==> src/hw/tws_pkg.sv <==
// package of the three-wire serial unit: register map, field layout,
// reset values, carrier structs and state encodings.
// assumes an APB slave with 32-bit data and word-aligned registers.
package tws_pkg;

   // ----------------------------------------------------------------
   // register indices (byte address = index * 4)
   // ----------------------------------------------------------------
   localparam logic [15:0] IDX_MODE_CTL = 16'hFF80; // serial_mode_control
   localparam logic [15:0] IDX_CLK_SEL = 16'hFF81; // clock_select_register
   localparam logic [15:0] IDX_TX_BUF = 16'hFF82; // transmit_buffer
   localparam logic [15:0] IDX_SHIFT = 16'hFF83; // serial_shift_register
   localparam logic [15:0] IDX_IRQ_STAT = 16'hFF84; // sticky events, ro
   localparam logic [15:0] IDX_IRQ_CLR = 16'hFF85; // write 1 to clear, wo
   localparam logic [15:0] IDX_IRQ_EN = 16'hFF86; // event enables
   localparam int ADDR_W = 18; // paddr width
   localparam int IDX_LSB = 2; // word index starts here

   // ----------------------------------------------------------------
   // field positions
   // ----------------------------------------------------------------
   localparam int POS_ENABLE = 7; // unit_enable
   localparam int POS_TMODE = 6; // transfer_mode
   localparam int POS_ORDER = 4; // first_bit_order
   localparam int POS_ACTIVE = 0; // transfer_active_flag
   localparam int POS_CKP = 4; // clock_polarity
   localparam int POS_DAP = 3; // data_phase
   localparam int POS_SRC_HI = 2; // clock_source_select msb
   localparam int POS_SRC_LO = 0; // clock_source_select lsb
   localparam int EV_DONE = 0; // transfer finished
   localparam int EV_CLASH = 1; // buffer or shifter access while active
   localparam int N_EV = 2; // number of events

   // ----------------------------------------------------------------
   // reset values and timing
   // ----------------------------------------------------------------
   localparam logic [7:0] RST_BYTE = 8'h00; // all byte registers
   localparam logic [N_EV-1:0] RST_EV = 2'h0; // status and enables
   localparam logic [2:0] SRC_EXT = 3'h7; // source: clock from pin
   localparam logic [7:0] HALF_BASE = 8'h02; // half period at source 0
   localparam logic [2:0] BIT_LAST = 3'h7; // index of eighth bit

   // ----------------------------------------------------------------
   // carriers
   // ----------------------------------------------------------------
   typedef struct packed {
      logic enable; // unit_enable
      logic tmode; // transfer_mode: 1 = transmit/receive
      logic lsb_first; // first_bit_order
   } tws_ctl_t;

   typedef struct packed {
      logic ckp; // clock_polarity
      logic dap; // data_phase
      logic [2:0] src; // clock_source_select
   } tws_csel_t;

   typedef enum logic {TWS_IDLE, TWS_RUN} tws_state_t;

   typedef enum logic [2:0] {
      TWS_R_NONE, TWS_R_CTL, TWS_R_CSEL, TWS_R_TXB, TWS_R_SHIFT,
      TWS_R_STAT, TWS_R_CLR, TWS_R_EN
   } tws_rsel_t;

endpackage

==> src/hw/tws_sync.sv <==
// two-stage synchroniser for pin inputs of the serial unit.
// assumes inputs are asynchronous to clk; q is the second stage.
`timescale 1ns/10ps
module tws_sync #(
   parameter int W = 2
) (
   input wire logic clk,
   input wire logic rst_n,
   input wire logic ce,
   input wire logic [W-1:0] d,
   output logic [W-1:0] q
);
   // ----------------------------------------------------------------
   // per-bit flop pair
   // ----------------------------------------------------------------
   genvar i;
   generate
      for (i = 0; i < W; i++) begin : g_bit
         logic meta; // first stage, read only by q
         // capture then re-time each pin bit
         always_ff @(posedge clk or negedge rst_n) begin
            if (!rst_n) begin
               meta <= 1'b0;
               q[i] <= 1'b0;
            end else if (ce) begin
               meta <= d[i];
               q[i] <= meta;
            end
         end
      end
   endgenerate
endmodule

==> src/hw/tws_serial_io.sv <==
// three-wire serial shift unit with an APB register slave.
// assumes pclk at 20 MHz, pins sck_in and si asynchronous to pclk.
//
// Our own choice: the APB register port.
`timescale 1ns/10ps
module tws_serial_io
   import tws_pkg::*;
(
   input wire logic pclk,
   input wire logic presetn,
   input wire logic ce,
   input wire logic psel,
   input wire logic penable,
   input wire logic pwrite,
   input wire logic [ADDR_W-1:0] paddr,
   input wire logic [31:0] pwdata,
   output logic [31:0] prdata,
   output logic pready,
   output logic pslverr,
   input wire logic sck_in,
   output logic sck_out,
   output logic sck_oe,
   input wire logic si,
   output logic so,
   output logic so_oe,
   output logic irq
);
   // ----------------------------------------------------------------
   // helpers for bit order
   // ----------------------------------------------------------------
   // bit presented first on the output line
   function automatic logic out_bit(input logic [7:0] v, input logic lsb);
      out_bit = lsb ? v[0] : v[7];
   endfunction

   // shift one received bit in, dropping the sent one
   function automatic logic [7:0] shift_in(input logic [7:0] v,
                                           input logic b, input logic lsb);
      shift_in = lsb ? {b, v[7:1]} : {v[6:0], b};
   endfunction

   // ----------------------------------------------------------------
   // declarations
   // ----------------------------------------------------------------
   logic [1:0] pin_sync; // {sck, si} after two flops
   logic sck_s; // synchronised clock pin
   logic si_s; // synchronised data pin
   tws_ctl_t ctl, next_ctl; // mode control fields
   tws_csel_t csel, next_csel; // clock select fields
   logic [7:0] txbuf, next_txbuf; // transmit buffer
   logic [N_EV-1:0] stat, next_stat; // sticky events
   logic [N_EV-1:0] ien, next_ien; // event enables
   logic ack, next_ack; // access phase answered
   logic [31:0] rdata, next_rdata; // registered read data
   logic err, next_err; // registered slave error
   tws_rsel_t rsel; // decoded register
   logic xfer; // access completes this edge
   logic wr, rd; // completing write / read
   logic [N_EV-1:0] ev; // event pulses
   logic [N_EV-1:0] clr; // clear mask from software
   logic start_tx, start_rx; // transfer start requests
   logic core_rst_n; // reset of the shift engine
   tws_state_t state, next_state; // engine state
   logic [7:0] shreg, next_shreg; // serial_shift_register
   logic [2:0] bitcnt, next_bitcnt; // bits done
   logic so_reg, next_so_reg; // output line flop
   logic cap, next_cap; // bit captured on leading edge
   logic sck_gen, next_sck_gen; // generated serial clock
   logic [7:0] divcnt, next_divcnt; // half period counter
   logic sck_prev, next_sck_prev; // last sampled clock pin
   logic done; // eighth bit finished
   logic ext; // clock comes from the pin
   logic idle_lvl; // serial clock idle level
   logic tick; // generated clock toggles
   logic lead, trail; // serial clock edges
   logic [7:0] half; // half period for this source
   logic [7:0] nsh; // shifter after one bit

   // ----------------------------------------------------------------
   // pin synchronisers
   // ----------------------------------------------------------------
   tws_sync #(.W(2)) u_sync (
      .clk(pclk),
      .rst_n(presetn),
      .ce(ce),
      .d({sck_in, si}),
      .q(pin_sync)
   );
   assign sck_s = pin_sync[1];
   assign si_s = pin_sync[0];

   // ----------------------------------------------------------------
   // APB decode
   // ----------------------------------------------------------------
   assign xfer = psel && penable && ack && ce;
   assign wr = xfer && pwrite;
   assign rd = xfer && !pwrite;

   // word index to register select
   always_comb begin
      if (paddr[ADDR_W-1:IDX_LSB] == IDX_MODE_CTL) begin
         rsel = TWS_R_CTL;
      end else if (paddr[ADDR_W-1:IDX_LSB] == IDX_CLK_SEL) begin
         rsel = TWS_R_CSEL;
      end else if (paddr[ADDR_W-1:IDX_LSB] == IDX_TX_BUF) begin
         rsel = TWS_R_TXB;
      end else if (paddr[ADDR_W-1:IDX_LSB] == IDX_SHIFT) begin
         rsel = TWS_R_SHIFT;
      end else if (paddr[ADDR_W-1:IDX_LSB] == IDX_IRQ_STAT) begin
         rsel = TWS_R_STAT;
      end else if (paddr[ADDR_W-1:IDX_LSB] == IDX_IRQ_CLR) begin
         rsel = TWS_R_CLR;
      end else if (paddr[ADDR_W-1:IDX_LSB] == IDX_IRQ_EN) begin
         rsel = TWS_R_EN;
      end else begin
         rsel = TWS_R_NONE;
      end
   end

   // transfer starts; only taken while the engine is idle
   assign start_tx = wr && rsel == TWS_R_TXB && ctl.enable && ctl.tmode
                     && state == TWS_IDLE;
   assign start_rx = rd && rsel == TWS_R_SHIFT && ctl.enable && !ctl.tmode
                     && state == TWS_IDLE;

   // ----------------------------------------------------------------
   // register file next values
   // ----------------------------------------------------------------
   always_comb begin
      next_ctl = ctl;
      next_csel = csel;
      next_txbuf = txbuf;
      next_ien = ien;
      next_ack = psel && penable && !ack; // one wait state
      next_rdata = rdata;
      next_err = err;
      clr = '0;
      // buffer or shifter touched while a transfer runs
      ev = '0;
      ev[EV_DONE] = done;
      ev[EV_CLASH] = xfer && state == TWS_RUN
                     && (rsel == TWS_R_TXB || rsel == TWS_R_SHIFT);
      if (psel && penable && !ack) begin
         // answer prepared during the first access cycle
         next_err = (rsel == TWS_R_NONE);
         next_rdata = '0;
         if (rsel == TWS_R_CTL) begin
            next_rdata[POS_ENABLE] = ctl.enable;
            next_rdata[POS_TMODE] = ctl.tmode;
            next_rdata[POS_ORDER] = ctl.lsb_first;
            next_rdata[POS_ACTIVE] = (state == TWS_RUN);
         end else if (rsel == TWS_R_CSEL) begin
            next_rdata[POS_CKP] = csel.ckp;
            next_rdata[POS_DAP] = csel.dap;
            next_rdata[POS_SRC_HI:POS_SRC_LO] = csel.src;
         end else if (rsel == TWS_R_TXB) begin
            next_rdata[7:0] = txbuf;
         end else if (rsel == TWS_R_SHIFT) begin
            next_rdata[7:0] = shreg;
         end else if (rsel == TWS_R_STAT) begin
            next_rdata[N_EV-1:0] = stat;
         end else if (rsel == TWS_R_EN) begin
            next_rdata[N_EV-1:0] = ien;
         end
      end
      if (wr) begin
         if (rsel == TWS_R_CTL) begin
            // only bits 7, 6 and 4 written; bit 5, bits 3 to 1 and active flag ignored
            next_ctl.enable = pwdata[POS_ENABLE];
            next_ctl.tmode = pwdata[POS_TMODE];
            next_ctl.lsb_first = pwdata[POS_ORDER];
         end else if (rsel == TWS_R_CSEL) begin
            next_csel.ckp = pwdata[POS_CKP];
            next_csel.dap = pwdata[POS_DAP];
            next_csel.src = pwdata[POS_SRC_HI:POS_SRC_LO];
         end else if (rsel == TWS_R_TXB) begin
            next_txbuf = pwdata[7:0];
         end else if (rsel == TWS_R_CLR) begin
            clr = pwdata[N_EV-1:0];
         end else if (rsel == TWS_R_EN) begin
            next_ien = pwdata[N_EV-1:0];
         end
      end
      // a new event wins over a clear in the same cycle
      next_stat = (stat & ~clr) | ev;
   end

   // register file flops
   always_ff @(posedge pclk or negedge presetn) begin
      if (!presetn) begin
         ctl <= tws_ctl_t'(RST_BYTE[2:0]);
         csel <= tws_csel_t'(RST_BYTE[4:0]);
         txbuf <= RST_BYTE;
         stat <= RST_EV;
         ien <= RST_EV;
         ack <= 1'b0;
         rdata <= 32'h0000_0000;
         err <= 1'b0;
      end else if (ce) begin
         ctl <= next_ctl;
         csel <= next_csel;
         txbuf <= next_txbuf;
         stat <= next_stat;
         ien <= next_ien;
         ack <= next_ack;
         rdata <= next_rdata;
         err <= next_err;
      end
   end

   assign pready = ack && ce;
   assign prdata = rdata;
   assign pslverr = err && ack;
   assign irq = |(stat & ien);

   // ----------------------------------------------------------------
   // serial clock edges
   // ----------------------------------------------------------------
   // clearing enable resets the engine straight away
   assign core_rst_n = presetn && ctl.enable;
   assign ext = (csel.src == SRC_EXT);
   assign idle_lvl = ~csel.ckp;
   assign half = HALF_BASE << csel.src;
   assign tick = !ext && state == TWS_RUN && divcnt == half - 8'h01;

   // leading leaves the idle level, trailing returns to it
   always_comb begin
      if (state != TWS_RUN) begin
         lead = 1'b0;
         trail = 1'b0;
      end else if (ext) begin
         lead = sck_s != sck_prev && sck_s != idle_lvl;
         trail = sck_s != sck_prev && sck_s == idle_lvl;
      end else begin
         lead = tick && sck_gen == idle_lvl;
         trail = tick && sck_gen != idle_lvl;
      end
   end

   // ----------------------------------------------------------------
   // shift engine next values
   // ----------------------------------------------------------------
   always_comb begin
      next_state = state;
      next_shreg = shreg;
      next_bitcnt = bitcnt;
      next_so_reg = so_reg;
      next_cap = cap;
      next_sck_prev = sck_s;
      next_sck_gen = sck_gen;
      next_divcnt = divcnt;
      done = 1'b0;
      nsh = shift_in(shreg, csel.dap ? si_s : cap, ctl.lsb_first);
      case (state)
         TWS_IDLE: begin
            next_sck_gen = idle_lvl;
            next_divcnt = '0;
            if (!ctl.tmode) begin
               next_so_reg = 1'b0;
            end
            if (start_tx) begin
               // buffer word goes to the shifter
               next_shreg = pwdata[7:0];
               next_bitcnt = '0;
               next_state = TWS_RUN;
               if (!csel.dap) begin
                  next_so_reg = out_bit(pwdata[7:0], ctl.lsb_first);
               end
            end else if (start_rx) begin
               next_bitcnt = '0;
               next_state = TWS_RUN;
            end
         end
         TWS_RUN: begin
            if (tick) begin
               next_divcnt = '0;
               next_sck_gen = ~sck_gen;
            end else if (!ext) begin
               next_divcnt = divcnt + 8'h01;
            end
            if (lead) begin
               if (!csel.dap) begin
                  next_cap = si_s;
               end else if (ctl.tmode) begin
                  next_so_reg = out_bit(shreg, ctl.lsb_first);
               end
            end
            if (trail) begin
               // send and receive in the same edge pair
               next_shreg = nsh;
               next_bitcnt = bitcnt + 3'h1;
               if (!csel.dap && ctl.tmode) begin
                  next_so_reg = out_bit(nsh, ctl.lsb_first);
               end
               if (bitcnt == BIT_LAST) begin
                  next_state = TWS_IDLE;
                  done = 1'b1;
               end
            end
         end
         default: begin
            next_state = TWS_IDLE;
         end
      endcase
   end

   // engine flops, cleared also while the unit is disabled
   always_ff @(posedge pclk or negedge core_rst_n) begin
      if (!core_rst_n) begin
         state <= TWS_IDLE;
         shreg <= RST_BYTE;
         bitcnt <= '0;
         so_reg <= 1'b0;
         cap <= 1'b0;
         sck_gen <= 1'b1;
         divcnt <= '0;
         sck_prev <= 1'b0;
      end else if (ce) begin
         state <= next_state;
         shreg <= next_shreg;
         bitcnt <= next_bitcnt;
         so_reg <= next_so_reg;
         cap <= next_cap;
         sck_gen <= next_sck_gen;
         divcnt <= next_divcnt;
         sck_prev <= next_sck_prev;
      end
   end

   // ----------------------------------------------------------------
   // pins: released to port use while the unit is disabled
   // ----------------------------------------------------------------
   assign so = so_reg;
   assign so_oe = ctl.enable;
   assign sck_out = sck_gen;
   assign sck_oe = ctl.enable && !ext;

endmodule

==> config.mk <==
export PLATFORM = sky130hd
export DESIGN_NAME = tws_serial_io
export DESIGN_NICKNAME = d
export VERILOG_FILES = /design/src/hw/tws_pkg.sv /design/src/hw/tws_sync.sv /design/src/hw/tws_serial_io.sv
export SDC_FILE = /design/constraint.sdc
export NUM_CORES = 1
export LEC_CHECK = 0
export BUFFER_PORTS_ARGS = -buffer_cell sky130_fd_sc_hd__buf_2
export CAP_MARGIN = 20
export CORE_MARGIN = 4
export CORE_UTILIZATION = 25
export CTS_BUF_LIST = sky130_fd_sc_hd__clkbuf_8
export CTS_CLUSTER_SIZE = 40
export DETAILED_ROUTE_END_ITERATION = 6
export SETUP_SLACK_MARGIN = 0.1
export SLEW_MARGIN = 40
export SYNTH_ARGS = -nofsm -noshare
export SYNTH_HDL_FRONTEND = slang
export SYNTH_HIERARCHICAL = 1
export SYNTH_SLANG_ARGS = --single-unit
export TNS_END_PERCENT = 100
==> constraint.sdc <==
create_clock -name pclk -period 1.5 [get_ports pclk]
set_input_delay 0.075 -clock pclk [delete_from_list [all_inputs] [get_ports pclk]]
set_output_delay 0.075 -clock pclk [all_outputs]
set_load 0.01 [all_outputs]
# Word level (Yosys, flattened, before mapping)
# Index checks and enable logic that the tools add are counted.
[word_totals] elab_cells=174 register_bits=58 rom_bits=0 ram_bits=0 inputBits=58 memories=0 latchBits=0 output_inout_bits=39
[classes] bitwise=12 n_eq_ne=27 mul=0 n_addsub=3 n_div=0 order_cmp=0 shift=1 reduce_logical=45 mux=62
[op_table] operator="$eq 16x16->1 const B" n=7
[op_table] operator="$mux 8" n=6
[op_table] operator="$mux 3" n=12
[op_table] operator="$pmux 8 s2" n=2
[op_table] operator="$logic_and 1x1->1" n=27
[op_table] operator="$mux 1" n=27
[op_table] operator="$eq 3x3->1 const B" n=6
[op_table] operator="$mux 2" n=9
[op_table] operator="$reduce_and 3->1" n=3
[op_table] operator="$add 8x1->8 const B" n=1
[op_table] operator="$eq 8x8->1" n=1
[op_table] operator="$not 1->1" n=8
[op_table] operator="$reduce_and 4->1" n=2
[op_table] operator="$shl 2x3->8 const A" n=1
[op_table] operator="$sub 8x1->8 const B" n=1
[op_table] operator="$reduce_and 7->1" n=1
[op_table] operator="$eq 3x2->1 const B" n=2
[op_table] operator="$mux 6" n=1
[op_table] operator="$pmux 1 s2" n=3
[op_table] operator="$pmux 3 s2" n=1
[op_table] operator="$reduce_and 2->1" n=3
[op_table] operator="$logic_not 1->1" n=5
[op_table] operator="$mux 5" n=1
[op_table] operator="$reduce_and 5->1" n=1
[op_table] operator="14 further kinds" n=19

# Depth between registers and ports, before layout
[depth] ltp_word=17 ltp_mapped=12

# Cells and area by module
# The synthesis kept the hierarchy.
[by_module_without_submodules] mod="tws_serial_io" area_per_inst_um2=3464.6 instances=1 cells_each=381 seq_area_each_um2=1352.5
[by_module_without_submodules] mod="tws_sync" area_per_inst_um2=145.1 instances=1 cells_each=8 seq_area_each_um2=100.1

# Worst setup path after synthesis
# Ideal clock, no wire load.
[synth_timing] path_kind="flip-flop to flip-flop" start="register csel[2] (netlist name)" end="register shreg[0]" required_time_ns=1.375 stages_incl_launch_ff=13 synth_period_minus_slack_ns=3.392 t_arrival_ns=3.267 slack_ns=-1.892 path_cell_list="dfrtp_1 > clkbuf_1 > nor2_1 > nand2_1 > ha_1 > clkbuf_1 > xnor2_1 > mux2i_1 > a21o_1 > or4_1 > o21ba_2 > a221oi_4 > mux2_2"
[synth_via] elab_chain_cells=9
[synth_lines] element="start: declaration" line="tws_serial_io.sv:49" source="tws_csel_t csel, next_csel;"
[synth_lines] element="start signal: assignment" line="tws_serial_io.sv:192" source="csel <= tws_csel_t'(RST_BYTE[4:0]);"
[synth_lines] element="start signal: assignment" line="tws_serial_io.sv:201" source="csel <= next_csel;"
[synth_lines] element="$shl 2x3->8 / $eq 3x3->1 (equally long branches)" line="tws_serial_io.sv:223, tws_serial_io.sv:221"
[synth_lines] element="$sub 8x1->8 / $logic_not 1->1 (equally long branches)" line="tws_serial_io.sv:224" source="assign tick = !ext && state == TWS_RUN && divcnt == half - 8'h01;"
[synth_lines] element="$eq 8x8->1 / $logic_and 1x1->1 (equally long branches)" line="tws_serial_io.sv:224"
[synth_lines] element="$logic_and 1x1->1" line="tws_serial_io.sv:224"
[synth_lines] element="$logic_and 1x1->1" line="tws_serial_io.sv:236" source="trail = tick && sck_gen != idle_lvl;"
[synth_lines] element="$mux 1 (*)" line="tws_serial_io.sv:231" source="end else if (ext) begin"
[synth_lines] element="$mux 1 (*)" line="tws_serial_io.sv:228" source="if (state != TWS_RUN) begin"
[synth_lines] element="$ne 2x1->1 (no line) (*)"
[synth_lines] element="$reduce_and 3->1 (no line) (*)"
[synth_lines] element="end signal: assignment" line="tws_serial_io.sv:320" source="shreg <= next_shreg;"
[synth_lines] element="end: declaration" line="tws_serial_io.sv:64" source="logic [7:0] shreg, next_shreg;"
# Every way passes the cells marked *; elsewhere a longest branch is shown, timed or not.
# A chain may end at the register's enable or synchronous reset.

# Worst setup path after layout
[layout_timing] start="register csel[1] (netlist name)" end="register shreg[7]"
# The elaborated chain is that of the path after synthesis.

==> impl_summary.md <==
STA
The final hold violation count came to 0. The smallest clock period supported by the final layout is computed as 3.06 ns. The final clock period utilization by the worst path is 2.04. The worst hold margin is 0.0136 ns. Setup repair after global routing could not meet its margin everywhere. After layout, the worst setup slack is -1.56 ns. The maximum clock skew at final layout is 0.0126 ns. For this run, the top clock speed supported by timing is 327 MHz.

Setup violations remaining at the end of the flow were counted as 50. The number of max-slew violations in the final report is 0.

Final layout
The signed area change from the synthesized netlist to the final layout is 45.2%. The antenna diode count is 0. At the end of the flow the core is filled with cells to 0.375. The number of nets in the finished design is 576. The top cell types in the final layout, fill and taps aside, are buf_4 (67), dfrtp_1 (57), buf_2 (46). The ratio of cells with drive above 1 in the final layout is 0.420. The most common cell after layout, fill and taps aside is buf_4. Once layout is done, the placed cells without fillers occupy 5240 sq um. The count of non-filler cells in the finished layout is 699.

Clocking
In this run the clock root is driven by a clkbuf_8. The number of H-tree levels is 3. The clock-pin slew reported for the worst setup and hold paths after clock tree synthesis is 0.08 ns. The clock passes through at most 2 buffers. The later-pin clock latency in the skew report is 0.36 ns. The CTS buffer count is 9. TritonCTS built the clock tree. The number of sinks handled by clock tree synthesis is 58.

Pwr
The share of total power dissipated in sequential elements is 0.446. The proportion of power drawn by the clock network is 0.458. Of the total power, the share spent switching nets is 0.260. Internal power comes to 2.71 mW. In this run the static leakage power is 2.48 nW. The switching component of the power is 0.952 mW.

Dividing total power by cell area gives a power density of 698 nW/um^2. The combinational share of power is 0.096. VDD sags by at most 420 uV.

Floorplan
The number of top-level pins is 97. The die boundary width is 128 um. The area enclosed by the die boundary is 16400 sq um. The core region is 14000 sq um.

The initial core utilization is 0.258. In this run the core area contains 43 standard-cell rows. The height of the die is 128 um.

Logic synthesis
The synthesis warning total is 6. The count of distinct cell types in the synthesized netlist is 58. The share of the Yosys chip area taken by registers is 0.402. The synthesized design contains 0 enable-type register cells. The most common flop cell mapped by yosys is dfrtp_1. In the synthesized netlist the async set-or-reset flop fraction comes to 1.00.

The cell area that synthesis handed to floorplanning was 3610 sq um. Of the post-synthesis cell area, the dominant cell type holds 0.395. Counting flops and latches in the post-synthesis netlist gives 58. After synthesis, the cell types taking the most area are dfrtp_1 (40%), mux2_2 (9.0%), mux2i_1 (5.3%), buf_4 (5.0%), nand2_1 (4.2%). The gate count after technology mapping is 389. The most area-hungry cell type in the Yosys netlist is dfrtp_1. The average footprint of a synthesized cell is 9.28 sq um.

Detailed routing
In the final routed layout, each cell accounts on average for 15.5 um. Detailed routing inserted a total of 3349 vias. For this run, design rule violations remaining after detail routing come to 0. The detail route stage leaves a number of antenna-violating nets equal to 0. After detailed routing, the number of vias per cell comes to 4.79. The initial DRC count is 201.

The total iterations of the first detailed-routing run is 4. The total detailed-routing wirelength is 10.9 mm.

Run status
The final reports fail on negative setup slack. The run finished, with violations left.

Global routing
Entering global routing, the biggest net connects 35 pins. The via count of the first global-routing pass is 3452. The initial antenna violation count was 0. After global routing, the most crowded layer is met2. The total routing resource utilization after global routing is 0.136. The overall overflow remaining after global route is 0. The first global-routing pass estimated 17.7 mm of wire. The global-route track usage on met3 is 0.0350. The met1 track demand over resource in global routing is 0.185. The met2 layer usage reported by global route is 0.212.

Setup path
STA classifies the critical path endpoint as a register. The maximum fanout count along the critical path is 9. For the worst setup path, the data arrival time is 3.30 ns. For the worst setup path, the data required time is 1.74 ns. The critical path class is register to register. STA classifies the critical path startpoint as a register.

Worst hold path
The min-delay analysis places its worst path in the category input pin to register.

Placement
The placed instances occupy a cell area of 4630 sq um. The post-detailed-placement half-perimeter wirelength is 7.89 mm. After detailed placement, the design holds a cell count of 664.

Routability-driven placement finished with a final weighted congestion of 0.898. The number of buffers inserted by port buffering is 46.

Run
Across the run, the number of max-cap violations was 0.
## what timing repair did
| item | CTS | global route |
|---|---|---|
| hold buffers | 8 | 0 |
| setup endpoints to repair | 53 | 50 |
| buffers inserted | 8 | 3 |
| endpoints found under the hold margin | 66 | 0 |
| gates cloned | 1 | 0 |
| pin swaps | 10 | 7 |
| gates resized for setup | 29 | 21 |
## per-layer routing
| layer | wire length [um] | up-vias | share of wire |
|---|---|---|---|
| li1 | - | 1611 | - |
| met4 | 196 | 0 | 0.018 |
| met5 | 0 | - | 0 |
| met3 | 776 | 16 | 0.072 |
| met1 | 4950 | 1620 | 0.46 |
| met2 | 4930 | 102 | 0.45 |
## power by group through the flow
| stage | Clock, mW | Sequential, mW | Combinational [mW] |
|---|---|---|---|
| after floorplan | 0 | 1.66 | 0.211 |
| after global routing | 1.80 | 1.64 | 0.388 |
| after global placement | 0 | 1.66 | 0.311 |
| after CTS | 1.72 | 1.63 | 0.346 |
| final | 1.68 | 1.63 | 0.350 |
| after detailed placement | 0 | 1.66 | 0.317 |
## cell type report
class	instances	area, sq um
Tap cell	180	225
Inverter	14	52.6
Timing Repair Buffer	134	976
Multi-Input combinational cell	297	2310
Fill cell	1416	8750
Sequential cell	58	1450
Clock buffer	9	124
Clock inverter	7	101
## cell usage after synthesis, drive strengths merged, types with 2 or more instances
master,count
clkbuf,14
a31oi,8
buf,29
mux2i,19
nand2,40
dfrtp,57
ha,4
nor3b,2
a221oi,2
o221ai,2
nand3,16
nor2,26
a21oi,17
nand2b,5
nor4,2
a22o,2
or4,3
nand3b,2
nor3,9
xor2,5
a21o,4
a22oi,4
nand4,8
o21ai,25
o22ai,6
or3,4
inv,14
and2,5
mux2,31
## metrics by stage
step / total power, mW / worst slack [ns] / TNS, ns
finish: 3.66 / -1.56 / -35.67
global route: 3.83 / -1.67 / -40.20
CTS: 3.70 / -1.57 / -35.53
detailed placement: 1.98 / -1.55 / -50.68
global placement: 1.97 / -1.51 / -49.51
floorplan: 1.87 / -1.76 / -41.48
## worst max-delay path, stage by stage, from the launching register on
cell and delay (ns):
dfrtp_1 0.41, nor2_4 0.15, nand2_2 0.08, ha_4 0.26
xor2_1 0.15, nand3_1 0.09, or3_4 0.33, or4_4 0.43
o21ba_4 0.23, a221oi_4 0.31, buf_12 0.18, mux2_4 0.31
## logic make-up after synthesis
family	share of synthesized area
AO/OA/AOI/OAI	0.150
adder cells (fa/ha/maj)	0.0139
flip-flops	0.402
AND/OR/NAND/NOR	0.177
buffers and inverters	0.0849
XOR/XNOR	0.0146
multiplexers	0.156
other	0.00104
## final timing paths
kind / from / end / slack, ns / cells past startpoint
setup / recovery: csel[1] / shreg[7] / -1.56 / 11
hold / removal: pwdata[7] / txbuf[7] / 0.01 / 2
setup reg to reg: csel[1] / shreg[7] / -1.56 / 11
hold reg to reg: err / err / 0.48 / 2
max in group asynchronous: so_oe / sck_out / 0.44 / 3
min in group asynchronous: presetn / txbuf[2] / 0.31 / 3
Power figures use the tool's default switching activity.
